## config.mk

```make
export PLATFORM = sky130hd
export DESIGN_NAME = cdm_decoder
export DESIGN_NICKNAME = d
export VERILOG_FILES = /design/src/cdm_pkg.sv /design/src/cdm_decoder.sv
export SDC_FILE = /design/constraint.sdc
export NUM_CORES = 1
export LEC_CHECK = 0
export ABC_CLOCK_PERIOD_IN_PS = 5650
export BUFFER_PORTS_ARGS = -buffer_cell sky130_fd_sc_hd__buf_2
export CORE_ASPECT_RATIO = 0.6
export CORE_UTILIZATION = 60
export CTS_CLUSTER_SIZE = 40
export DETAILED_ROUTE_END_ITERATION = 10
export HOLD_SLACK_MARGIN = 0.06
export PLACE_DENSITY = 0.83
export SETUP_SLACK_MARGIN = 0.5
export SKIP_LAST_GASP = 1
export SLEW_MARGIN = 10
export SYNTH_ARGS = -nofsm -noshare
export SYNTH_HDL_FRONTEND = slang
export SYNTH_SLANG_ARGS = --single-unit
export TNS_END_PERCENT = 10
```

## constraint.sdc

```tcl
create_clock -name clk_sys -period 5.65 [get_ports clk_sys]
set_input_delay 0.8475 -clock clk_sys [delete_from_list [all_inputs] [get_ports clk_sys]]
set_output_delay 0.8475 -clock clk_sys [all_outputs]
set_load 0.1 [all_outputs]
```

## src/cdm_pkg.sv

```systemverilog
`default_nettype none
package cdm_pkg;
	// ==========================================================
	// opcode bytes
	localparam logic [7:0] OPC_ESCAPE = 8'h0F;
	localparam logic [7:0] OPC_FRAME_TEARDOWN = 8'hC9;
	localparam logic [7:0] OPC_BRANCH_COUNT = 8'hE2;
	localparam logic [7:0] OPC_BRANCH_NZ = 8'hE0;
	localparam logic [7:0] OPC_BRANCH_Z = 8'hE1;
	localparam logic [3:0] NIB_IMM_SHORT = 4'hB;
	localparam logic [3:0] NIB_ACC_SHORT = 4'hA;
	localparam logic [2:0] PAT_MEM_TO_ACC = 3'h0;
	localparam logic [2:0] PAT_ACC_TO_MEM = 3'h1;
	localparam logic [7:0] OPC_SEG_LOAD = 8'h8E;
	localparam logic [7:0] OPC_SEG_STORE = 8'h8C;
	localparam logic [6:0] OPC_UNARY_GRP = 7'h7B;
	localparam logic [2:0] REG_UNSIGNED_PRODUCT = 3'h4;
	// second byte after escape
	localparam logic [7:0] ESC_CTRL_WR = 8'h22;
	localparam logic [7:0] ESC_CTRL_RD = 8'h20;
	localparam logic [7:0] ESC_DBG_WR = 8'h23;
	localparam logic [7:0] ESC_DBG_RD = 8'h21;
	localparam logic [7:0] ESC_TEST_WR = 8'h26;
	localparam logic [7:0] ESC_TEST_RD = 8'h24;
	localparam logic [6:0] ESC_SIGN_WIDEN = 7'h5F;
	localparam logic [6:0] ESC_ZERO_WIDEN = 7'h5B;
	// trailing byte counts
	localparam logic [2:0] TRAIL_SHORT_OFS = 3'h1;
	localparam logic [2:0] TRAIL_IMM_BYTE = 3'h1;
	localparam logic [2:0] TRAIL_FULL = 3'h4;
	// ==========================================================
	// execution clock counts (cache hit)
	localparam logic [4:0] CLK_FRAME_TEARDOWN = 5'h04;
	localparam logic [4:0] CLK_BRANCH = 5'h02;
	localparam logic [4:0] CLK_SINGLE = 5'h01;
	localparam logic [4:0] CLK_SEG_LOAD_PROT = 5'h06;
	localparam logic [4:0] CLK_CR0_WR_REAL = 5'h14;
	localparam logic [4:0] CLK_CR0_WR_PROT = 5'h12;
	localparam logic [4:0] CLK_CR3_WR = 5'h05;
	localparam logic [4:0] CLK_CR4_WR_REAL = 5'h05;
	localparam logic [4:0] CLK_CR4_WR_PROT = 5'h06;
	localparam logic [4:0] CLK_CTRL_RD = 5'h06;
	localparam logic [4:0] CLK_DBG_WR = 5'h0A;
	localparam logic [4:0] CLK_DBG_RD = 5'h09;
	localparam logic [4:0] CLK_CACHE_TEST_WR = 5'h10;
	localparam logic [4:0] CLK_CACHE_TEST_RD = 5'h08;
	localparam logic [4:0] CLK_TLB_TEST_WR = 5'h0B;
	localparam logic [4:0] CLK_TLB_TEST_RD = 5'h03;
	localparam logic [4:0] CLK_PRODUCT_BYTE = 5'h04;
	localparam logic [4:0] CLK_PRODUCT_WORD = 5'h05;
	localparam logic [4:0] CLK_PRODUCT_DWORD = 5'h0F;
	// ==========================================================
	typedef enum logic [3:0] {
		CDM_OP_NONE, CDM_OP_FRAME_TEARDOWN, CDM_OP_BRANCH_COUNT,
		CDM_OP_BRANCH_NZ, CDM_OP_BRANCH_Z, CDM_OP_IMM_TO_REG,
		CDM_OP_MEM_TO_ACC, CDM_OP_ACC_TO_MEM, CDM_OP_SEG_LOAD,
		CDM_OP_SEG_STORE, CDM_OP_CTRL_WR, CDM_OP_CTRL_RD, CDM_OP_DBG_WR,
		CDM_OP_DBG_RD, CDM_OP_TEST_WR, CDM_OP_TEST_RD
	} cdm_op_t;
	typedef enum logic [1:0] {
		CDM_XOP_NONE, CDM_XOP_SIGN_WIDEN, CDM_XOP_ZERO_WIDEN, CDM_XOP_PRODUCT
	} cdm_xop_t;
	typedef struct packed {
		cdm_op_t op;
		cdm_xop_t xop;
		logic illegal;
		logic flags_kept;
		logic width_bit;
		logic [2:0] reg_field;
		logic [4:0] clocks;
	} cdm_result_t;
	localparam cdm_result_t RESULT_RESET = '{CDM_OP_NONE, CDM_XOP_NONE, 1'b0, 1'b1,
		1'b0, 3'h0, 5'h00};
endpackage
`default_nettype wire

```

## src/cdm_decoder.sv

```systemverilog
`default_nettype none
module cdm_decoder (
	input wire logic clk_sys,
	input wire logic rst_n,
	input wire logic byte_valid,
	input wire logic [7:0] byte_data,
	input wire logic prot_mode,
	input wire logic opsize32,
	output logic byte_ready,
	output logic busy,
	output logic done,
	output cdm_pkg::cdm_result_t result
);
	import cdm_pkg::*;

	typedef enum logic [2:0] {
		ST_FETCH, ST_ESCAPE, ST_MODRM, ST_TRAIL, ST_EXEC
	} cdm_state_t;

	cdm_state_t state;
	cdm_state_t next_state;
	cdm_result_t next_res;
	logic [2:0] next_trail;
	logic [2:0] trail;
	logic [4:0] cnt;
	logic take;

	// ==========================================================
	// byte intake
	assign byte_ready = (state != ST_EXEC);
	assign busy = (state == ST_EXEC);
	assign take = byte_valid && byte_ready;

	// decode of the byte being taken in the current state
	always_comb begin
		next_state = state;
		next_res = result;
		next_trail = trail;
		unique case (state)
			ST_FETCH: begin
				next_res = RESULT_RESET;
				next_res.clocks = CLK_SINGLE;
				next_res.width_bit = byte_data[0];
				next_trail = 3'h0;
				next_state = ST_EXEC;
				if (byte_data == OPC_ESCAPE) begin
					next_state = ST_ESCAPE;
				end else if (byte_data == OPC_FRAME_TEARDOWN) begin
					next_res.op = CDM_OP_FRAME_TEARDOWN;
					next_res.clocks = CLK_FRAME_TEARDOWN;
				end else if (byte_data == OPC_BRANCH_COUNT) begin
					next_res.op = CDM_OP_BRANCH_COUNT;
				end else if (byte_data == OPC_BRANCH_NZ) begin
					next_res.op = CDM_OP_BRANCH_NZ;
				end else if (byte_data == OPC_BRANCH_Z) begin
					next_res.op = CDM_OP_BRANCH_Z;
				end else if (byte_data[7:4] == NIB_IMM_SHORT) begin
					// width bit is bit 3, register in the low three bits
					next_res.op = CDM_OP_IMM_TO_REG;
					next_res.width_bit = byte_data[3];
					next_res.reg_field = byte_data[2:0];
					next_trail = (byte_data[3] ? TRAIL_FULL : TRAIL_IMM_BYTE);
				end else if (byte_data[7:4] == NIB_ACC_SHORT &&
						byte_data[3:1] == PAT_MEM_TO_ACC) begin
					next_res.op = CDM_OP_MEM_TO_ACC;
					next_trail = TRAIL_FULL;
				end else if (byte_data[7:4] == NIB_ACC_SHORT &&
						byte_data[3:1] == PAT_ACC_TO_MEM) begin
					next_res.op = CDM_OP_ACC_TO_MEM;
					next_trail = TRAIL_FULL;
				end else if (byte_data == OPC_SEG_LOAD) begin
					next_res.op = CDM_OP_SEG_LOAD;
					next_state = ST_MODRM;
				end else if (byte_data == OPC_SEG_STORE) begin
					next_res.op = CDM_OP_SEG_STORE;
					next_state = ST_MODRM;
				end else if (byte_data[7:1] == OPC_UNARY_GRP) begin
					next_res.xop = CDM_XOP_PRODUCT;
					next_state = ST_MODRM;
				end else begin
					next_res.illegal = 1'b1;
				end
				// short offset follows each counted branch
				if (next_res.op == CDM_OP_BRANCH_COUNT || next_res.op == CDM_OP_BRANCH_NZ ||
						next_res.op == CDM_OP_BRANCH_Z) begin
					next_res.clocks = CLK_BRANCH;
					next_trail = TRAIL_SHORT_OFS;
				end
				if (next_trail != 3'h0) begin
					next_state = ST_TRAIL;
				end
			end
			ST_ESCAPE: begin
				next_state = ST_MODRM;
				next_res.width_bit = byte_data[0];
				unique case (byte_data)
					ESC_CTRL_WR: next_res.op = CDM_OP_CTRL_WR;
					ESC_CTRL_RD: next_res.op = CDM_OP_CTRL_RD;
					ESC_DBG_WR: next_res.op = CDM_OP_DBG_WR;
					ESC_DBG_RD: next_res.op = CDM_OP_DBG_RD;
					ESC_TEST_WR: next_res.op = CDM_OP_TEST_WR;
					ESC_TEST_RD: next_res.op = CDM_OP_TEST_RD;
					default: begin
						if (byte_data[7:1] == ESC_SIGN_WIDEN) begin
							next_res.xop = CDM_XOP_SIGN_WIDEN;
						end else if (byte_data[7:1] == ESC_ZERO_WIDEN) begin
							next_res.xop = CDM_XOP_ZERO_WIDEN;
						end else begin
							next_res.illegal = 1'b1;
							next_state = ST_EXEC;
						end
					end
				endcase
			end
			ST_MODRM: begin
				// special register moves carry eee in bits 5:3, widens carry reg
				next_res.reg_field = byte_data[5:3];
				next_state = ST_EXEC;
				unique case (result.op)
					CDM_OP_SEG_LOAD: begin
						next_res.clocks = prot_mode ? CLK_SEG_LOAD_PROT : CLK_SINGLE;
					end
					CDM_OP_SEG_STORE: next_res.clocks = CLK_SINGLE;
					CDM_OP_CTRL_WR: begin
						unique case (byte_data[5:3])
							3'h0: next_res.clocks = prot_mode ? CLK_CR0_WR_PROT : CLK_CR0_WR_REAL;
							3'h2, 3'h3: next_res.clocks = CLK_CR3_WR;
							3'h4: next_res.clocks = prot_mode ? CLK_CR4_WR_PROT : CLK_CR4_WR_REAL;
							default: next_res.illegal = 1'b1;
						endcase
					end
					CDM_OP_CTRL_RD: begin
						next_res.clocks = CLK_CTRL_RD;
						next_res.illegal = !(byte_data[5:3] == 3'h0 || byte_data[5:3] == 3'h2 ||
							byte_data[5:3] == 3'h3 || byte_data[5:3] == 3'h4);
					end
					CDM_OP_DBG_WR, CDM_OP_DBG_RD: begin
						// locations 0..3 and status 6..7 only
						next_res.clocks = (result.op == CDM_OP_DBG_WR) ? CLK_DBG_WR : CLK_DBG_RD;
						next_res.illegal = (byte_data[5:3] == 3'h4 || byte_data[5:3] == 3'h5);
					end
					CDM_OP_TEST_WR: begin
						next_res.clocks = (byte_data[5:4] == 2'h3) ? CLK_TLB_TEST_WR : CLK_CACHE_TEST_WR;
						next_res.illegal = (byte_data[5:3] < 3'h3);
					end
					CDM_OP_TEST_RD: begin
						next_res.clocks = (byte_data[5:4] == 2'h3) ? CLK_TLB_TEST_RD : CLK_CACHE_TEST_RD;
						next_res.illegal = (byte_data[5:3] < 3'h3);
					end
					default: begin
						if (result.xop == CDM_XOP_PRODUCT) begin
							// only reg field 100 of the unary group is handled here
							next_res.illegal = (byte_data[5:3] != REG_UNSIGNED_PRODUCT);
							if (!result.width_bit) begin
								next_res.clocks = CLK_PRODUCT_BYTE;
							end else begin
								next_res.clocks = opsize32 ? CLK_PRODUCT_DWORD : CLK_PRODUCT_WORD;
							end
							next_res.flags_kept = 1'b0;
						end else begin
							next_res.clocks = CLK_SINGLE;
						end
					end
				endcase
			end
			ST_TRAIL: begin
				next_trail = trail - 3'h1;
				if (trail == 3'h1) begin
					next_state = ST_EXEC;
				end
			end
			ST_EXEC: begin
				if (cnt == 5'h01) begin
					next_state = ST_FETCH;
				end
			end
		endcase
	end

	// ==========================================================
	// sequencing; only a taken byte advances the intake states
	always_ff @(posedge clk_sys or negedge rst_n) begin
		if (!rst_n) begin
			state <= ST_FETCH;
		end else if (take || state == ST_EXEC) begin
			state <= next_state;
		end
	end

	// decoded result held until the next instruction starts
	always_ff @(posedge clk_sys or negedge rst_n) begin
		if (!rst_n) begin
			result <= RESULT_RESET;
			trail <= 3'h0;
		end else if (take) begin
			result <= next_res;
			trail <= next_trail;
		end
	end

	// execution counter, loaded from the decoded clock count on entry
	always_ff @(posedge clk_sys or negedge rst_n) begin
		if (!rst_n) begin
			cnt <= 5'h00;
		end else if (take && next_state == ST_EXEC) begin
			cnt <= next_res.clocks;
		end else if (state == ST_EXEC) begin
			cnt <= cnt - 5'h01;
		end
	end

	assign done = (state == ST_EXEC) && (cnt == 5'h01);

	// ==========================================================
	// checks; elapsed counts cycles spent in execution
	logic [4:0] elapsed;
	always_ff @(posedge clk_sys or negedge rst_n) begin
		if (!rst_n) begin
			elapsed <= 5'h00;
		end else if (state == ST_EXEC && !done) begin
			elapsed <= elapsed + 5'h01;
		end else begin
			elapsed <= 5'h00;
		end
	end

	chk_exec_length: assert property (@(posedge clk_sys) disable iff (!rst_n)
		done |-> (elapsed + 5'h01 == result.clocks))
		else $error("execution length differs from decoded clocks");
	chk_teardown_time: assert property (@(posedge clk_sys) disable iff (!rst_n)
		done && result.op == CDM_OP_FRAME_TEARDOWN |-> result.clocks == 5'h04 &&
		result.flags_kept)
		else $error("frame teardown timing wrong");
	// anchored on the offset byte, so a slow fetch stage between the bytes is legal
	chk_branch_time: assert property (@(posedge clk_sys) disable iff (!rst_n)
		(state == ST_TRAIL && take && result.op inside {CDM_OP_BRANCH_COUNT,
		CDM_OP_BRANCH_NZ, CDM_OP_BRANCH_Z}) |=>
		(state == ST_EXEC) [*2] ##1 state == ST_FETCH)
		else $error("counted branch sequence wrong");
	chk_imm_trail: assert property (@(posedge clk_sys) disable iff (!rst_n)
		(state == ST_FETCH && take && byte_data[7:3] == 5'h17) |=>
		trail == 3'h4 && result.op == CDM_OP_IMM_TO_REG)
		else $error("short immediate wide form trail wrong");
	chk_acc_load: assert property (@(posedge clk_sys) disable iff (!rst_n)
		(state == ST_FETCH && take && byte_data == 8'hA1) |=>
		result.op == CDM_OP_MEM_TO_ACC && trail == 3'h4 && result.clocks == 5'h01)
		else $error("memory to accumulator decode wrong");
	chk_acc_store: assert property (@(posedge clk_sys) disable iff (!rst_n)
		(state == ST_FETCH && take && byte_data == 8'hA2) |=>
		result.op == CDM_OP_ACC_TO_MEM && trail == 3'h4)
		else $error("accumulator to memory decode wrong");
	chk_seg_load: assert property (@(posedge clk_sys) disable iff (!rst_n)
		(state == ST_MODRM && take && result.op == CDM_OP_SEG_LOAD) |=>
		result.clocks == ($past(prot_mode) ? 5'h06 : 5'h01))
		else $error("segment load timing wrong");
	chk_seg_store: assert property (@(posedge clk_sys) disable iff (!rst_n)
		done && result.op == CDM_OP_SEG_STORE |-> $past(state) == ST_MODRM)
		else $error("segment store not one clock");
	chk_cr0_write: assert property (@(posedge clk_sys) disable iff (!rst_n)
		(state == ST_MODRM && take && result.op == CDM_OP_CTRL_WR && byte_data[5:3] == 3'h0)
		|=> result.clocks == ($past(prot_mode) ? 5'h12 : 5'h14))
		else $error("first control register write timing wrong");
	chk_widen_kept: assert property (@(posedge clk_sys) disable iff (!rst_n)
		done && result.xop inside {CDM_XOP_SIGN_WIDEN, CDM_XOP_ZERO_WIDEN} |->
		result.flags_kept && result.clocks == 5'h01)
		else $error("widen transfer timing or flags wrong");
	// operand size is judged as it stood when the mode byte was taken
	chk_product_time: assert property (@(posedge clk_sys) disable iff (!rst_n)
		(state == ST_MODRM && take && result.xop == CDM_XOP_PRODUCT) |=>
		result.clocks == (!result.width_bit ? 5'h04 :
		($past(opsize32) ? 5'h0F : 5'h05)))
		else $error("unsigned product timing wrong");
	chk_debug_time: assert property (@(posedge clk_sys) disable iff (!rst_n)
		done && result.op == CDM_OP_DBG_WR |-> result.clocks == 5'h0A)
		else $error("debug write timing wrong");
endmodule
`default_nettype wire

```

## Word level (Yosys, flattened, before mapping)

Cells that the tools add are included.
W data, S select, Z words.

| cells by class | value |
|---|---|
| reduce and logical (&&, ||, !) cells | 36 |
| add/sub/neg operators | 2 |
| muxes and demuxes | 88 |
| order comparisons | 1 |
| eq/ne operators | 55 |

Operators by type and width:

| operator | number |
|---|---|
| $mux W3 | 41 |
| $mux W4 | 18 |
| $eq A8 B6 Y1 const B | 6 |
| $eq A8 B8 Y1 const B | 6 |
| $eq A4 B4 Y1 const B | 10 |
| $pmux W5 S7 | 1 |
| $pmux W4 S6 | 1 |
| $eq A7 B7 Y1 const B | 3 |
| $mux W5 | 4 |
| $pmux W8 S2 | 1 |
| $pmux W3 S5 | 1 |
| $pmux W5 S3 | 1 |
| $mux W7 | 2 |
| $eq A3 B2 Y1 const B | 4 |
| $eq A3 B3 Y1 const B | 4 |
| $mux W2 | 6 |
| $ne A2 B2 Y1 const B | 6 |
| $ne A3 B3 Y1 const B | 4 |
| $pmux W6 S2 | 1 |
| $eq A3 B1 Y1 const B | 3 |
| $logic_not A3 Y1 | 3 |
| $mux W9 | 1 |
| $eq A4 B2 Y1 const B | 2 |
| $eq A8 B4 Y1 const B | 1 |
| 26 further kinds | 52 |

| storage, ports and cells | value |
|---|---|
| register bits | 28 |
| word-level logic and storage cells | 192 |

## Longest topological paths before layout

| depth | value |
|---|---|
| depth after elaboration | 24 |
| depth in mapped cells | 9 |
| gate-level depth less buffers | 8 |

## Worst setup path before layout

Ideal clock, no wire load.

| timing path | value |
|---|---|
| path kind | flip-flop to output port |
| start point | register state[1] |
| end point | output port done |
| path buffers | 2 |
| cell stages (with the launch flop) | 6 |
| required time | 4.803 ns |
| path slack | 0.633 ns |
| arrival | 4.170 ns |
| path through | dfrtp_1 > buf_2 > nor2_1 > nand2_1 > buf_2 > nor4_1 |

| on the way | value |
|---|---|
| word-level cells in the longest chain between the ends | 2 |

RTL lines:

| item | RTL line | RTL |
|---|---|---|
| from (decl) | cdm_decoder.sv:20 | `cdm_state_t state;` |
| from (signal assigned) | cdm_decoder.sv:186 | `state <= next_state;` |
| $eq A3 B3 Y1 | cdm_decoder.sv:212 | `assign done = (state == ST_EXEC) && (cnt == 5'h01);` |
| $logic_and A1 B1 Y1 | cdm_decoder.sv:212 |  |
| to (decl) | cdm_decoder.sv:11 | `output logic done,` |

Every way passes these cells.

## Worst setup path in the final report

Same ends and word-level chain as after synthesis.

==> qor.csv <==
stage,metric,value,unit
drt,drt initial violations,459,
global_route,vias in the first global route,2162,
hold_path,Hold Crit Depth,2,
timing,Worst Tran Pin Value,0.6980,ns
power,Leak Pwr,1.049,nW
power,PwrDens,639.1,nW/um^2
floorplanning,row count,17,
synthesis,Yosys top cell area share,27.88,%
timing,# setup viols final,0,
synthesis,post-synthesis mux area share,2.375,%
hold_path,worst hold endpoint,result[5]$_DFFE_PN0P_,
power,Net Sw Frac,61.91,%
layout,"commonest non-fill, non-tap cells in the layout","nand2_1 (38), buf_2 (32), a21oi_1 (30)",
power,Net Sw Power,1.024,mW
synthesis,top_reg_cell synth,dfrtp_1,
cts,# hold bufs at CTS,0,
hold_path,Worst Hold Class,reg2reg,
floorplanning,core area,3765,sq um
synthesis,synthesis-stage register bit count,28,
timing,hold slack,0.4869,ns
floorplanning,Initial Util,64.37,%
synthesis,largest family of logic cells by synthesized area,compound AO/OA/AOI/OAI gates,
cts,clock-pin slew on the worst setup and hold paths,0.10,ns
place,IO buf count,32,
drt,total wire length,6875,microns
critical_path,Setup CP Type,reg2out,
synthesis,Post-Syn Nets,334,
power,Int Pwr,0.6298,mW
status,outcome,"finished, violations left",
drt,ANT nets after route,0,
timing,crit share post-route,57.96,%
layout,Final nets,345,
critical_path,arrival time at the worst endpoint,2.43,ns
timing,count of pins over their slew limit,0,
cts,H-tree depth reported by CTS,1,
synthesis,adder and majority cell fraction of the synthesized area,2.065,%
hold_path,HP Start,result[5]$_DFFE_PN0P_,
timing,Fmax achieved,0.3053,GHz
floorplanning,die area,4306,sq um
cts,cts bufs inserted,3,
global_route,GR Util All Layers,33.41,%
critical_path,Reg2Reg Setup Slack,3.10,ns
place,Post-DP HPWL,4981,microns
drt,DR DRC count,4,
power,VDD IR max,0.0003805,V
timing,total negative slack,0,ns
critical_path,RR Endpoint,cnt[1]$_DFFE_PN0P_,
floorplanning,die height,51.23,microns
timing,Slew HR,53.47,%
drt,DR WL/cell,18.38,microns
drt,routed vias/inst,6.917,
place,placer congestion estimate,0.9401,
layout,# diodes,0,
power,Logic pwr share,66.4,%
timing,"Hold Violations, Final",0,
power,Clk pwr share,7.9,%
cts,Worst-Skew Late Latency,0.29,ns
layout,share of cells above drive strength 1,15.60,%
floorplanning,chip width,84.05,microns
synthesis,asr flop ratio synth,100.0,%
global_route,first-pass GRT wire length,11050,microns
job,Max Cap Viol,0,
synthesis,Synth Area in Simple Gates,25.40,%
cts,deepest clock path buffer count,2,
synthesis,largest cells by area after synthesis,"dfrtp_1 (28%), a21oi_1 (6.2%), o21ai_0 (6.0%)",
timing,min cycle time layout,3.275,ns
cts,cts repair resizes,0,
synthesis,"Seq/Total Area, Yosys",28.96,%
global_route,initial antenna violation count,0,
global_route,pin count of the biggest net entering global routing,29,
critical_path,CP Launch Type,flop,
power,Flop pwr share,25.8,%
synthesis,Synth Cell Area,2424,sq um
synthesis,compound-cell area share of the yosys netlist,32.37,%
layout,Syn-to-layout area delta,6.763,%
global_route,global route total overflow,0,
synthesis,Yosys warning total,0,
timing,Clock Skew,0.01039,ns
cts,setup bufs post-CTS,0,
synthesis,XOR/XNOR share of the synthesized area,1.807,%
drt,vias post-DR,2587,
drt,DRT Pass-1 Iters,8,
critical_path,Critical Path Fanout Max,24,
timing,RSZ-0062 raised after global routing,no,
critical_path,CP required,4.80,ns
synthesis,Mapped Cells,317,
synthesis,Cell variety after synth,67,
critical_path,RR Startpoint,state[1]$_DFFE_PN0P_,
cts,CTS tree,done,
floorplanning,I/O pin count,33,
layout,"most common cell after layout, fill and taps aside",nand2_1,
cts,Clock Tree Root,clkbuf_8,
synthesis,Post-synth EDFFs,0,
status,failing checks,DRC,
critical_path,Reg2Reg Depth,6,
cts,clock sink count,28,
synthesis,Yosys top cell by area,dfrtp_1,
synthesis,Syn Area/Cell,7.645,sq um
critical_path,critical path endpoint category,output pin,
## registers in the layout (all words and copies together) (netlist names)
name,count
cnt,5
result,17
state,3
trail,3
## layout make-up
class	instances	area, sq um
Multi-Input combinational cell	247	1551
Inverter	16	60.06
Tap cell	47	58.81
Clock buffer	4	55.05
Timing Repair Buffer	32	160.2
Sequential cell	28	701.9
Fill cell	316	1177
## worst max-delay path: stages, from the launching register on
cell and delay (ns):
dfrtp_1 0.65, nor2_1 0.36, nand2_1 0.32, nor4_1 0.33
buf_2 0.47
## cells by family after synthesis
family	Yosys count
AND/OR/NAND/NOR	118
AO/OA/AOI/OAI	115
buffers and inverters	42
flip-flops	28
XOR/XNOR	5
multiplexers	5
adder cells (fa/ha/maj)	4
## worst max path at each step
stage	cells after the start	slack [ns]	startpoint	to
6_report	4	2.38	state[1]$_DFFE_PN0P_	done
5_1_grt	4	2.18	state[1]$_DFFE_PN0P_	done
4_1_cts	4	2.46	state[1]$_DFFE_PN0P_	done
3_5_place_dp	4	2.79	state[1]$_DFFE_PN0P_	done
3_3_place_gp	4	2.85	state[1]$_DFFE_PN0P_	done
2_1_floorplan	5	0.63	state[1]$_DFFE_PN0P_	done
## metal layers
layer | up-vias | wire length (microns) | global-route usage (%)
li1 | 1188 | - | -
met1 | 1191 | 3198 | 50.66
met2 | 187 | 2820 | 49.04
met3 | 21 | 742 | 5.816
met4 | 0 | 114 | 8.333
met5 | - | 0 | 0
## power groups by stage
stage | Combinational (mW) | Clock, mW | Sequential (mW)
6_report | 1.10 | 0.130 | 0.426
3_5_place_dp | 1.08 | 0 | 0.424
2_1_floorplan | 0.581 | 0 | 0.727
3_3_place_gp | 1.06 | 0 | 0.421
4_1_cts | 1.08 | 0.131 | 0.420
5_1_grt | 1.16 | 0.137 | 0.441
## cell usage after synthesis (2+ instances only)
master and n:
and2_1 4, buf_2 10, or3b_2 3, nor3b_1 3
o22a_1 5, nor4_1 7, o221ai_1 2, nor4bb_1 2
nor2_1 20, a211oi_1 5, xnor2_1 4, and3_1 2
nand2_1 38, nand3_1 7, buf_1 2, a21oi_1 30
dfrtp_1 27, mux2_2 2, o21ai_0 29, nor3_1 7
nor4b_1 2, ha_1 4, inv_1 15, a31oi_1 2
o211ai_1 2, or3_1 3, mux2i_1 2, or2_2 2
a22oi_1 7, clkbuf_1 14, nand2b_1 6, o31ai_1 4
nor2b_1 3, nand3b_1 4, o21bai_1 3, a221oi_1 3
o22ai_1 2
## per-stage QoR
stage               std cells  power [mW]  setup WS [ns]  cell area [sq um]  util (%)
finish                    374       1.654          2.375               2587     68.73
global route              374       1.741          2.177               2587     68.73
detailed placement        370       1.501          2.786               2532     67.26
CTS                       374       1.635          2.464               2587     68.73
global placement          370       1.485          2.851               2532     67.26
floorplan                 317       1.308         0.6330               2424         -
No activity file was read; power rests on OpenSTA's default activity.
